[config.mk]
export PLATFORM = sky130hd
export DESIGN_NAME = arc_relay_top
export DESIGN_NICKNAME = d
export VERILOG_FILES = /design/src/arc_pkg.sv /design/src/arc_chan_if.sv /design/src/arc_relay_top.sv /design/src/arc_alarm_chan.sv
export SDC_FILE = /design/constraint.sdc
export NUM_CORES = 2
export LEC_CHECK = 0
export ABC_AREA = 1
export CORE_MARGIN = 1
export CORE_UTILIZATION = 45
export CTS_CLUSTER_DIAMETER = 60
export CTS_CLUSTER_SIZE = 16
export DETAILED_ROUTE_END_ITERATION = 12
export DONT_BUFFER_PORTS = 1
export SLEW_MARGIN = 20
export SYNTH_ARGS = -nofsm -noshare
export SYNTH_HDL_FRONTEND = slang
export SYNTH_SLANG_ARGS = --single-unit
[constraint.sdc]
create_clock -name clk -period 3.3 [get_ports clk]
set_input_delay 0.165 -clock clk [delete_from_list [all_inputs] [get_ports clk]]
set_output_delay 0.165 -clock clk [all_outputs]
set_load 0.02 [all_outputs]
[src/arc_pkg.sv]
/*
 * Shared constants for the alarm relay controller: register map,
 * field positions, reset values, source and state encodings, timebase.
 * Assumes a 100 MHz system clock and a 32-bit APB register bus.
 */
package arc_pkg;

   // ==========================================================
   // sizes
   localparam int NCH = 4;
   localparam int DW = 16;
   localparam int AW = 8;
   localparam int IRQ_W = 3;

   // ==========================================================
   // register byte offsets
   localparam logic [7:0] OFS_CTRL = 8'h00;
   localparam logic [7:0] OFS_SRC = 8'h04;
   localparam logic [7:0] OFS_CLOSE_DLY = 8'h08;
   localparam logic [7:0] OFS_OPEN_DLY = 8'h0C;
   localparam logic [7:0] OFS_CLOSED_HOLD = 8'h10;
   localparam logic [7:0] OFS_OPEN_HOLD = 8'h14;
   localparam logic [7:0] OFS_AMODE = 8'h18;
   localparam logic [2:0] THR_REGION = 3'h1;
   localparam logic [7:0] OFS_STATUS = 8'h40;
   localparam logic [7:0] OFS_IRQ_STAT = 8'h44;
   localparam logic [7:0] OFS_IRQ_MASK = 8'h48;
   localparam logic [7:0] OFS_HOLD_CNT = 8'h4C;

   // ==========================================================
   // field positions
   localparam int CTRL_AND_BIT = 0;
   localparam int CTRL_NC_BIT = 1;
   localparam int AMODE2_LSB = 4;
   localparam int HYST_LSB = 16;
   localparam int ST_RELAY_BIT = 0;
   localparam int ST_FUNC_BIT = 1;
   localparam int ST_HOLD_BIT = 2;
   localparam int ST_ACT_BIT = 3;
   localparam int ST_ALM_LSB = 4;
   localparam int ST_CNT_LSB = 16;
   localparam int IRQ_CLOSE_BIT = 0;
   localparam int IRQ_OPEN_BIT = 1;
   localparam int IRQ_HOLD_BIT = 2;

   // ==========================================================
   // reset values
   localparam logic [DW-1:0] RST_TIME = 16'h0000;
   localparam logic [2*NCH-1:0] RST_SRC = 8'h00;
   localparam logic [31:0] RST_THR = 32'h00000000;
   localparam logic [IRQ_W-1:0] RST_IRQ = 3'h0;

   // ==========================================================
   // timebase: one tick per tenth of a second
   localparam longint TICK_NS = 100_000_000;
   localparam longint CLK_NS = 10;
   localparam int TICK_CYC = int'(TICK_NS / CLK_NS);
   localparam int TICK_CW = 24;

   // ==========================================================
   // encodings
   typedef enum logic [1:0] {SRC_NONE, SRC_ALM1, SRC_ALM2, SRC_BOTH} arc_src_e;
   typedef enum logic {RLY_IDLE, RLY_ACTIVE} arc_relay_e;

endpackage

[src/arc_chan_if.sv]
/*
 * Per-channel bundle between the controller and one alarm comparator.
 * Assumes the controller drives reading and settings every cycle.
 */
`timescale 1ns/1ps
interface arc_chan_if;
   logic signed [15:0] reading;
   logic signed [15:0] thr1;
   logic signed [15:0] hyst1;
   logic signed [15:0] thr2;
   logic signed [15:0] hyst2;
   logic first_alarm_compare_mode;
   logic second_alarm_compare_mode;
   logic alm1;
   logic alm2;
   modport chan (input reading, thr1, hyst1, thr2, hyst2,
      first_alarm_compare_mode, second_alarm_compare_mode, output alm1, alm2);
   modport ctrl (output reading, thr1, hyst1, thr2, hyst2,
      first_alarm_compare_mode, second_alarm_compare_mode, input alm1, alm2);
endinterface

[src/arc_relay_top.sv]
/*
 * Alarm relay output controller: channel alarms, AND/OR combining,
 * delay counter, hold timers, N.O./N.C. polarity, APB registers, irq.
 * Assumes APB master synchronous to clk and readings synchronous to clk.
 */
// Function
// - hold new relay state for hold period
// - during hold ignore alarms, freeze counter
// - counter up on 1, down on 0
// - nonzero delay postpones change until reached
// - close delay enters, open delay leaves
// - open delay sets false time before release
// - under mode: set low, clear high
// - over mode: set high, clear low
// - closed and open hold minimum durations
// - zero delays switch in same evaluation
// - N.O. follows function, N.C. inverts
// - AND or OR of attached channels
// - channel source: alarm1, alarm2 or both
`timescale 1ns/1ps
module arc_relay_top #(
   parameter int TICK_CYCLES = arc_pkg::TICK_CYC
) (
   input wire logic clk,
   input wire logic rst,
   input wire logic psel,
   input wire logic penable,
   input wire logic pwrite,
   input wire logic [arc_pkg::AW-1:0] paddr,
   input wire logic [31:0] pwdata,
   output logic [31:0] prdata,
   output logic pready,
   output logic pslverr,
   input wire logic [arc_pkg::NCH*arc_pkg::DW-1:0] ch_reading,
   output logic relay_close,
   output logic irq
);
   import arc_pkg::*;

   // ==========================================================
   // configuration and state registers
   logic ctrl_and;
   logic ctrl_nc;
   logic [2*NCH-1:0] src_cfg;
   logic [DW-1:0] close_dly;
   logic [DW-1:0] open_dly;
   logic [DW-1:0] closed_hold;
   logic [DW-1:0] open_hold;
   logic [NCH-1:0] amode1;
   logic [NCH-1:0] amode2;
   logic [31:0] thr_mem [0:2*NCH-1];
   logic [IRQ_W-1:0] irq_stat;
   logic [IRQ_W-1:0] irq_mask;
   logic [TICK_CW-1:0] tick_cnt;
   logic tick;
   arc_relay_e rly_state;
   logic [DW-1:0] delay_cnt;
   logic [DW-1:0] hold_cnt;

   // ==========================================================
   // channel source selection
   function automatic logic chan_state(input logic [1:0] src, input logic a1,
      input logic a2);
      case (src)
         SRC_ALM1: chan_state = a1;
         SRC_ALM2: chan_state = a2;
         SRC_BOTH: chan_state = a1 & a2;
         default: chan_state = 1'b0;
      endcase
   endfunction

   logic [NCH-1:0] alm1_v;
   logic [NCH-1:0] alm2_v;
   logic [NCH-1:0] chan_in;
   logic [NCH-1:0] attached;

   // one comparator pair per channel
   for (genvar g = 0; g < NCH; g++) begin : g_ch
      arc_chan_if cif();
      assign cif.reading = ch_reading[g*DW +: DW];
      assign cif.thr1 = thr_mem[2*g][HYST_LSB-1:0];
      assign cif.hyst1 = thr_mem[2*g][31:HYST_LSB];
      assign cif.thr2 = thr_mem[2*g+1][HYST_LSB-1:0];
      assign cif.hyst2 = thr_mem[2*g+1][31:HYST_LSB];
      assign cif.first_alarm_compare_mode = amode1[g];
      assign cif.second_alarm_compare_mode = amode2[g];
      assign alm1_v[g] = cif.alm1;
      assign alm2_v[g] = cif.alm2;
      assign chan_in[g] = chan_state(src_cfg[2*g +: 2], cif.alm1, cif.alm2);
      assign attached[g] = src_cfg[2*g +: 2] != SRC_NONE;
      arc_alarm_chan u_chan (
         .clk(clk),
         .rst(rst),
         .port(cif.chan)
      );
   end

   // combined function, zero when nothing is attached
   wire logic and_val = &(chan_in | ~attached);
   wire logic or_val = |(chan_in & attached);
   wire logic func = (|attached) & (ctrl_and ? and_val : or_val);

   // ==========================================================
   // timebase
   wire logic tick_wrap = tick_cnt == TICK_CW'(TICK_CYCLES - 1);

   // free running tenth-second divider
   always_ff @(posedge clk) begin
      if (rst) begin
         tick_cnt <= '0;
         tick <= 1'b0;
      end else begin
         tick_cnt <= tick_wrap ? '0 : tick_cnt + 1'b1;
         tick <= tick_wrap;
      end
   end

   // ==========================================================
   // relay core: delay counter and hold timers
   wire logic holding = hold_cnt != '0;
   wire logic active = rly_state == RLY_ACTIVE;
   wire logic [DW-1:0] cnt_lim = active ? open_dly : close_dly;
   wire logic [DW-1:0] cnt_up = (delay_cnt < cnt_lim) ? delay_cnt + 1'b1 : cnt_lim;
   wire logic [DW-1:0] cnt_dn = (delay_cnt != '0) ? delay_cnt - 1'b1 : '0;
   wire logic close_reached = (close_dly == '0) || (delay_cnt + 1'b1 >= close_dly);

   arc_relay_e next_state;
   logic [DW-1:0] next_delay;
   logic [DW-1:0] next_hold;
   logic ev_close;
   logic ev_open;
   logic ev_hold;

   // state machine evaluated once per tick
   always_comb begin
      next_state = rly_state;
      next_delay = delay_cnt;
      next_hold = hold_cnt;
      ev_close = 1'b0;
      ev_open = 1'b0;
      ev_hold = 1'b0;
      if (tick && holding) begin
         next_hold = hold_cnt - 1'b1;
         ev_hold = hold_cnt == 16'h0001;
      end else if (tick) begin
         case (rly_state)
            RLY_IDLE: begin
               if (func && close_reached) begin
                  next_state = RLY_ACTIVE;
                  next_delay = open_dly;
                  next_hold = closed_hold;
                  ev_close = 1'b1;
               end else begin
                  next_delay = func ? cnt_up : cnt_dn;
               end
            end
            RLY_ACTIVE: begin
               if (!func && delay_cnt <= 16'h0001) begin
                  next_state = RLY_IDLE;
                  next_delay = '0;
                  next_hold = open_hold;
                  ev_open = 1'b1;
               end else begin
                  next_delay = func ? cnt_up : cnt_dn;
               end
            end
            default: begin
               next_state = RLY_IDLE;
               next_delay = '0;
            end
         endcase
      end
   end

   // relay core flops
   always_ff @(posedge clk) begin
      if (rst) begin
         rly_state <= RLY_IDLE;
         delay_cnt <= '0;
         hold_cnt <= '0;
         relay_close <= 1'b0;
      end else begin
         rly_state <= next_state;
         delay_cnt <= next_delay;
         hold_cnt <= next_hold;
         relay_close <= (next_state == RLY_ACTIVE) ^ ctrl_nc;
      end
   end

   // ==========================================================
   // apb decode
   wire logic acc = psel & penable;
   wire logic thr_hit = (paddr[7:5] == THR_REGION) && (paddr[1:0] == 2'h0);
   wire logic [2:0] thr_idx = paddr[4:2];
   wire logic addr_hit = thr_hit || paddr == OFS_CTRL || paddr == OFS_SRC
      || paddr == OFS_CLOSE_DLY || paddr == OFS_OPEN_DLY
      || paddr == OFS_CLOSED_HOLD || paddr == OFS_OPEN_HOLD
      || paddr == OFS_AMODE || paddr == OFS_STATUS || paddr == OFS_IRQ_STAT
      || paddr == OFS_IRQ_MASK || paddr == OFS_HOLD_CNT;
   wire logic wr_en = acc & pready & pwrite & addr_hit;
   wire logic [IRQ_W-1:0] irq_clr = (wr_en && paddr == OFS_IRQ_STAT) ?
      pwdata[IRQ_W-1:0] : '0;
   wire logic [IRQ_W-1:0] irq_ev = {ev_hold, ev_open, ev_close};
   wire logic [IRQ_W-1:0] next_irq_stat = (irq_stat & ~irq_clr) | irq_ev;
   wire logic [31:0] status_word = {delay_cnt, 4'h0, alm2_v, alm1_v, active,
      holding, func, relay_close};

   // read data selection
   wire logic [31:0] rd_val =
      thr_hit ? thr_mem[thr_idx] :
      (paddr == OFS_CTRL) ? {30'h0, ctrl_nc, ctrl_and} :
      (paddr == OFS_SRC) ? {24'h0, src_cfg} :
      (paddr == OFS_CLOSE_DLY) ? {16'h0, close_dly} :
      (paddr == OFS_OPEN_DLY) ? {16'h0, open_dly} :
      (paddr == OFS_CLOSED_HOLD) ? {16'h0, closed_hold} :
      (paddr == OFS_OPEN_HOLD) ? {16'h0, open_hold} :
      (paddr == OFS_AMODE) ? {24'h0, amode2, amode1} :
      (paddr == OFS_STATUS) ? status_word :
      (paddr == OFS_IRQ_STAT) ? {29'h0, irq_stat} :
      (paddr == OFS_IRQ_MASK) ? {29'h0, irq_mask} :
      (paddr == OFS_HOLD_CNT) ? {16'h0, hold_cnt} : 32'h00000000;

   // apb answer: one wait state, then pready for one cycle
   always_ff @(posedge clk) begin
      if (rst) begin
         pready <= 1'b0;
         pslverr <= 1'b0;
         prdata <= 32'h00000000;
      end else begin
         pready <= acc & ~pready;
         pslverr <= acc & ~pready & ~addr_hit;
         prdata <= (acc & ~pready & ~pwrite) ? rd_val : 32'h00000000;
      end
   end

   // configuration writes
   always_ff @(posedge clk) begin
      if (rst) begin
         ctrl_and <= 1'b0;
         ctrl_nc <= 1'b0;
         src_cfg <= RST_SRC;
         close_dly <= RST_TIME;
         open_dly <= RST_TIME;
         closed_hold <= RST_TIME;
         open_hold <= RST_TIME;
         amode1 <= '0;
         amode2 <= '0;
         irq_mask <= RST_IRQ;
      end else if (wr_en) begin
         case (paddr)
            OFS_CTRL: begin
               ctrl_and <= pwdata[CTRL_AND_BIT];
               ctrl_nc <= pwdata[CTRL_NC_BIT];
            end
            OFS_SRC: src_cfg <= pwdata[2*NCH-1:0];
            OFS_CLOSE_DLY: close_dly <= pwdata[DW-1:0];
            OFS_OPEN_DLY: open_dly <= pwdata[DW-1:0];
            OFS_CLOSED_HOLD: closed_hold <= pwdata[DW-1:0];
            OFS_OPEN_HOLD: open_hold <= pwdata[DW-1:0];
            OFS_AMODE: begin
               amode1 <= pwdata[NCH-1:0];
               amode2 <= pwdata[AMODE2_LSB +: NCH];
            end
            OFS_IRQ_MASK: irq_mask <= pwdata[IRQ_W-1:0];
            default: ;
         endcase
      end
   end

   // threshold and hysteresis words
   always_ff @(posedge clk) begin
      if (rst) begin
         for (int i = 0; i < 2*NCH; i++) begin
            thr_mem[i] <= RST_THR;
         end
      end else if (wr_en && thr_hit) begin
         thr_mem[thr_idx] <= pwdata;
      end
   end

   // sticky events, set wins over clear
   always_ff @(posedge clk) begin
      if (rst) begin
         irq_stat <= RST_IRQ;
         irq <= 1'b0;
      end else begin
         irq_stat <= next_irq_stat;
         irq <= |(next_irq_stat & irq_mask);
      end
   end

   // ==========================================================
   // checks
   hold_freeze_a: assert property (@(posedge clk) disable iff (rst)
      tick && holding |=> delay_cnt == $past(delay_cnt) && rly_state == $past(rly_state))
      else $error("counter or state moved during hold");

   closed_hold_a: assert property (@(posedge clk) disable iff (rst)
      $rose(active) |-> hold_cnt == $past(closed_hold))
      else $error("closed hold not loaded");

   open_hold_a: assert property (@(posedge clk) disable iff (rst)
      $fell(active) |-> hold_cnt == $past(open_hold))
      else $error("open hold not loaded");

   count_up_a: assert property (@(posedge clk) disable iff (rst)
      tick && !holding && !active && func && !close_reached
      |=> delay_cnt == $past(delay_cnt) + 16'h0001)
      else $error("delay counter did not count up");

   close_gate_a: assert property (@(posedge clk) disable iff (rst)
      $rose(active) |-> $past(tick) && $past(func)
      && ($past(close_dly) == 16'h0000 || $past(delay_cnt) + 17'h1 >= 17'($past(close_dly))))
      else $error("relay activated before close delay");

   release_gate_a: assert property (@(posedge clk) disable iff (rst)
      $fell(active) |-> $past(tick) && !$past(func) && $past(delay_cnt) <= 16'h0001)
      else $error("relay released before open delay");

   zero_delay_a: assert property (@(posedge clk) disable iff (rst)
      tick && !holding && close_dly == 16'h0000 && open_dly == 16'h0000
      && func != active |=> active == $past(func))
      else $error("zero delay switch not immediate");

   polarity_a: assert property (@(posedge clk) disable iff (rst)
      1'b1 |=> relay_close == (active ^ $past(ctrl_nc)))
      else $error("relay polarity wrong");

   tick_gap_a: assert property (@(posedge clk) disable iff (rst)
      tick |=> !tick)
      else $error("timebase ticked twice in a row");

   tick_only_a: assert property (@(posedge clk) disable iff (rst)
      !tick |=> delay_cnt == $past(delay_cnt) && hold_cnt == $past(hold_cnt))
      else $error("counter moved between ticks");

   count_down_a: assert property (@(posedge clk) disable iff (rst)
      tick && !holding && !func && delay_cnt > 16'h0001
      |=> delay_cnt == $past(delay_cnt) - 16'h0001)
      else $error("delay counter did not count down");

   irq_level_a: assert property (@(posedge clk) disable iff (rst)
      1'b1 |=> irq == |(irq_stat & $past(irq_mask)))
      else $error("interrupt level wrong");
endmodule

[src/arc_alarm_chan.sv]
/*
 * Two hysteresis alarms of one measurement channel.
 * Assumes readings synchronous to clk; compare mode 1 = over, 0 = under.
 */
`timescale 1ns/1ps
module arc_alarm_chan (
   input wire logic clk,
   input wire logic rst,
   arc_chan_if.chan port
);
   import arc_pkg::*;

   // ==========================================================
   // hysteresis comparison
   function automatic logic next_alarm(input logic cur, input logic over,
      input logic signed [15:0] rd, input logic signed [15:0] thr,
      input logic signed [15:0] hyst);
      logic signed [17:0] hi;
      logic signed [17:0] lo;
      logic signed [17:0] r;
      hi = 18'(thr) + 18'(hyst);
      lo = 18'(thr) - 18'(hyst);
      r = 18'(rd);
      if (over) begin
         next_alarm = (r >= hi) ? 1'b1 : ((r <= lo) ? 1'b0 : cur);
      end else begin
         next_alarm = (r <= lo) ? 1'b1 : ((r >= hi) ? 1'b0 : cur);
      end
   endfunction

   wire logic next_alm1;
   wire logic next_alm2;
   assign next_alm1 = next_alarm(port.alm1, port.first_alarm_compare_mode,
      port.reading, port.thr1, port.hyst1);
   assign next_alm2 = next_alarm(port.alm2, port.second_alarm_compare_mode,
      port.reading, port.thr2, port.hyst2);

   // alarm state flops
   always_ff @(posedge clk) begin
      if (rst) begin
         port.alm1 <= 1'b0;
         port.alm2 <= 1'b0;
      end else begin
         port.alm1 <= next_alm1;
         port.alm2 <= next_alm2;
      end
   end

   // ==========================================================
   // checks
   over_set_a: assert property (@(posedge clk) disable iff (rst)
      port.first_alarm_compare_mode
      && (18'(port.reading) >= 18'(port.thr1) + 18'(port.hyst1)) |=> port.alm1)
      else $error("over alarm did not assert");
   under_set_a: assert property (@(posedge clk) disable iff (rst)
      !port.second_alarm_compare_mode
      && (18'(port.reading) <= 18'(port.thr2) - 18'(port.hyst2)) |=> port.alm2)
      else $error("under alarm did not assert");
endmodule

### Yosys cells after proc, flatten, opt, wreduce, memory -nomap -nowiden

Memory sizes are Yosys's and may differ from the RTL's.
Cells that the tools add are included.

* bitwise gates (word level): 26
* eq/ne operators: 27
* reduce and logical (&&, ||, !) cells: 54
* $lt $le $gt $ge: 19
* $add $sub $neg: 20
* mux-type cells: 91

Operators by type and width (number)
* 32-bit 2-to-1 mux: 10
* 16-bit 2-to-1 mux: 13
* 16-bit by 16-bit adder with 17-bit output: 8
* 16-bit by 17-bit >= comparator with 1-bit output: 8
* 16-bit by 17-bit <= comparator with 1-bit output: 8
* 16-bit by 16-bit subtractor with 17-bit output: 8
* 16-bit case mux with 2 select lines: 2
* 1-bit 2-to-1 mux: 59
* 8-bit by 7-bit equality test with 1-bit output, second input constant: 4
* 16-bit nonzero test: 2
* 32-bit OR reduction: 1
* 16-bit by 1-bit subtractor with 16-bit output, second input constant: 2
* 2-bit nonzero test: 13
* 24-bit by 1-bit adder with 24-bit output, second input constant: 1
* 24-bit equality test, second input constant: 1
* 8-bit by 5-bit equality test with 1-bit output, second input constant: 3
* 2-bit AND reduction: 9
* 16-bit by 1-bit adder with 16-bit output, second input constant: 1
* 16-bit by 1-bit equality test with 1-bit output, second input constant: 1
* 2-bit equality test, second input constant: 8
* 8-bit by 4-bit equality test with 1-bit output, second input constant: 2
* 16-bit >= comparator: 1
* 16-bit by 1-bit <= comparator with 1-bit output, second input constant: 1
* 16-bit logical NOT: 1
* 28 further kinds: 70

* memories: 1
* RAM bits: 256
* output and inout bits: 36
* logic and storage cells: 267
* bits in registers: 190

Memory list
* thr_mem: depth 8, bits a word 32, rd ports 9, clocked after memory_dff 0, write ports 8, line arc_relay_top.sv:51 `logic [31:0] thr_mem [0:2*NCH-1];`

### Depth between registers and ports, before layout

* depth after elaboration: 21
* depth in mapped cells: 27
* gate-level depth less buffers: 27

### Cells and area by module

From an unflattened synthesis, not the netlist that was laid out.

* cells, all modules: 5752
* area, all modules: 41536.1 sq um

Modules (own cells, without submodules)
* arc_relay_top: sequential area each 11330.9 sq um, cells an instance 2454, times used 1, area an instance 21007.6 sq um
* arc_alarm_chan (g_ch[1].u_chan ...): sequential area each 40.0 sq um, cells an instance 829, times used 3, area an instance 5139.9 sq um
* arc_alarm_chan (g_ch[0].u_chan): sequential area each 40.0 sq um, cells an instance 811, times used 1, area an instance 5108.6 sq um

### Worst setup path before layout

No wires, ideal clock.

* path kind: in2reg
* start: input paddr[3] (netlist name)
* end: memory thr_mem[0][0], enable pin
* buffers on the path: 2
* cell stages on the path: 11
* arrival time: 3.008 ns
* setup slack: -0.098 ns
* path through: buf_6 > nor2_8 > nand2_1 > nor2_1 > nor2_1 > nand4_1 > nand2_2 > nor4_4 > nand4_4 > buf_2 > nand2_1

RTL lines
* from (decl): line arc_relay_top.sv:29 `input wire logic [arc_pkg::AW-1:0] paddr,`
* to (decl): line arc_relay_top.sv:51

==> reports/qor.txt <==
outcome = complete, but fails checks
failing checks = negative setup slack
Lkg Pwr = 23.9 nW
via count = 42100
Die X = 301 microns
CP Data Required Time = 3870 ps
worst vdd ir = 0.000510 V
CTS tree = built
final setup fails = 7
Synth Net Count = 6051
input/output buffers = 0
fin nets = 6816
commonest non-fill, non-tap cell in the layout = buf_4
GRT Total Usage = 38.2%
ys flop type = edfxtp_1
share of cells above drive strength 1 = 21.5%
TritonCTS buffer count = 53
Cell variety after synth = 55
period utilization = 107%
Site Rows = 109
Post-Syn Area per Cell = 7.50 sq um
Final Max Slew Viols = 0
Clock Power Share = 37.9%
Max clock buf depth = 3
Crit path max-delay family = compound AO/OA/AOI/OAI gates
Worst Path Max Fanout = 3
Final Hold Viols = 0
vias per cell = 5.74
Net Sw Power = 5.86 mW
Clock Latency Late Sink = 660 ps
Worst setup SP type = flip-flop
Final Critical Period = 3530 ps
Fillers = 8356
Placed Cells = 7114
die height = 301 microns
Sw Ratio = 33.7%
WL met3 = 16800 microns
pwr dens = 338 nW/um^2
register area share after synthesis = 28.6%
max layer used = met5
Post-synth EDFFs = 256
crit path kind = reg2reg
vias in the first global route = 40200
dpl hpwl = 138000 microns
Crit path largest cell delay = 430 ps
Metal-1 WL = 70700 microns
highest-delay cell along the critical path = edfxtp_1
Seq pwr share = 35.0%
Total Wirelength = 178000 microns
die area = 90500 sq um
crit path cell chain = ha_2 -> fa_2 -> inv_1 -> nand3_1 -> nand2_1 -> a21o_1 -> a21oi_2 -> o21ai_2 -> buf_4 -> xor2_1 -> ha_1 -> nand2_1 -> nor2_1 -> a211oi_2 -> buf_4 -> nand2_1 -> nand2_1 -> nand3_1 -> o21ai_1 -> nand3_1 -> a21oi_2
final hold slack = 5.60 ps
RSZ-0062 raised after global routing = yes
Residual DRC = 0
Clock transition at path regs = 80 ps
Setup WS pre-CTS = -406 ps
antenna violations before repair = 8
Avg WL per Cell = 24.3 microns
Ys Warns = 0
clk_skew = 37.1 ps
met2 WL = 79800 microns
Slew @ Worst Pin = 1110 ps
HP Class = in2reg
Area Overhead vs Synth = 28.1%
Yosys reg bits = 446
P_int = 11.5 mW
Slew HR = 26.2%
remaining global-route overflow = 0
Root Buffer = clkbuf_16
Cell Area, Synth = 40200 sq um
total negative slack = -1010 ps
Finished Layout Cells = 7336
most used cell, CP = nand2_1
Maximum Capacitance Violations = 0
First-pass DRT Iterations = 6
crit path DAT = 4090 ps
GPL Wtd Cong = 1.00
most frequent cells in the layout = buf_4 (852), nand2_1 (715), inv_1 (699)
io pins = 145
total power = 17.4 mW
setup ws final = -229 ps
Comb power frac = 27.1%
antenna viol nets, final = 0
cell count after synthesis = 5359
CP bufs+invs = 3
# H-tree levels = 2
drt first-iter violations = 4338
largest net degree at the start of global routing = 45
core area = 88400 sq um
area of the multi-input gates = 26500 sq um
fmax = 0.283 GHz
Setup crit end kind = flip-flop
Initial Util = 45.5%
asr flop ratio synth = 0%
CTS sink cnt = 446
Storage cell area = 11500 sq um
first-pass GRT wire length = 256000 microns
==> cell type report <==
class | instances | area share [%]
inverter | 747 | 5.47
tap | 1165 | 2.83
clock inverter | 40 | 1.05
timing repair buffer | 916 | 14.0
sequential | 446 | 22.4
clock buffer | 59 | 2.72
antenna | 3 | 0.0146
multi-input combinational | 3960 | 51.5
==> final timing paths <==
check | depth (start not counted) | slack [ps] | from | to
hold / removal | 3 | 6 | paddr[3] | thr_mem[7][12]
hold reg to reg | 1 | 450 | tick_cnt[0] | tick_cnt[0]
setup / recovery | 21 | -230 | thr_mem[6][16] | g_ch[3].u_chan.port.alm1
setup reg to reg | 21 | -230 | thr_mem[6][16] | g_ch[3].u_chan.port.alm1
==> routing by layer <==
metal  up-vias  global-route usage (%)
met1     19800                    48.1
met5         -                       0
met2      1937                    61.4
met3       438                    7.99
li1      19900                       -
met4        10                    20.2
==> flip-flops by register name (all words and copies together), names as in the netlist, 3 cells and up <==
register	cells
prdata	32
hold_cnt	16
delay_cnt	16
thr_mem	256
irq_mask	3
open_hold	16
closed_hold	16
open_dly	16
g_ch.u_chan.port.alm1	4
tick_cnt	24
amode1	4
amode2	4
irq_stat	3
close_dly	16
src_cfg	8
g_ch.u_chan.port.alm2	4
==> cells by family (layout without fill, tap and decap cells) <==
family,after synthesis,after routing,share of synthesized area [%]
muxes,1,1,0.0249
AOI/OAI and AO/OA,1291,1291,18.5
xor gates and xnor gates,256,256,5.58
other,0,3,0
and+or+nand+nor,1829,1829,19.8
adders and majority gates,583,583,18.5
buffers and inverters,953,1762,9.03
DFF,446,446,28.6
==> synth_stat cells, types with 39 or more instances <==
cell | count | area, sq um
nand2_1 | 748 | 2810
o22ai_1 | 51 | 319
nor4_1 | 39 | 244
nor2_1 | 552 | 2070
nand4_1 | 123 | 769
dfxtp_1 | 190 | 3800
a22oi_1 | 41 | 308
inv_1 | 736 | 2760
nand3_1 | 229 | 1150
edfxtp_1 | 256 | 7690
a21oi_1 | 553 | 2770
clkbuf_1 | 161 | 604
ha_1 | 567 | 7090
nor3_1 | 101 | 505
xor2_1 | 244 | 2140
o21ai_0 | 351 | 1760
o211ai_1 | 68 | 510
==> through the flow <==
step / instance area, sq um / util [%]
floorplan: 40200 / -
global placement: 47000 / 53.2
detailed placement: 47000 / 53.2
CTS: 50400 / 57.0
global route: 51400 / 58.2
finish: 51500 / 58.2
==> power groups by stage <==
| stage | Clock, mW | Combinational (mW) | Sequential [mW] |
|---|---|---|---|
| global route | 6.77 | 5.12 | 6.10 |
| detailed placement | 0 | 4.19 | 6.20 |
| CTS | 6.57 | 4.45 | 6.08 |
| global placement | 0 | 4.15 | 6.20 |
| floorplan | 0 | 2.38 | 6.18 |
| finish | 6.58 | 4.72 | 6.09 |
==> worst register-to-register path, stage by stage (launching register included) <==
cell	delay [ps]
edfxtp_1	430
ha_2	230
fa_2	340
inv_1	60
nand3_1	50
nand2_1	90
a21o_1	130
a21oi_2	70
o21ai_2	200
buf_4	140
xor2_1	200
ha_1	290
nand2_1	100
nor2_1	60
a211oi_2	250
buf_4	180
nand2_1	50
nand2_1	60
nand3_1	80
o21ai_1	180
nand3_1	110
a21oi_2	140
==> timing repair <==
item,CTS,global route
hold buffers,45,0
buffers inserted,42,33
endpoints found under the setup margin,17,42
pin swaps,134,167
endpoints found under the hold margin,123,0
resized for setup,228,222
gates cloned,0,1
Power figures use the tool's default switching activity.
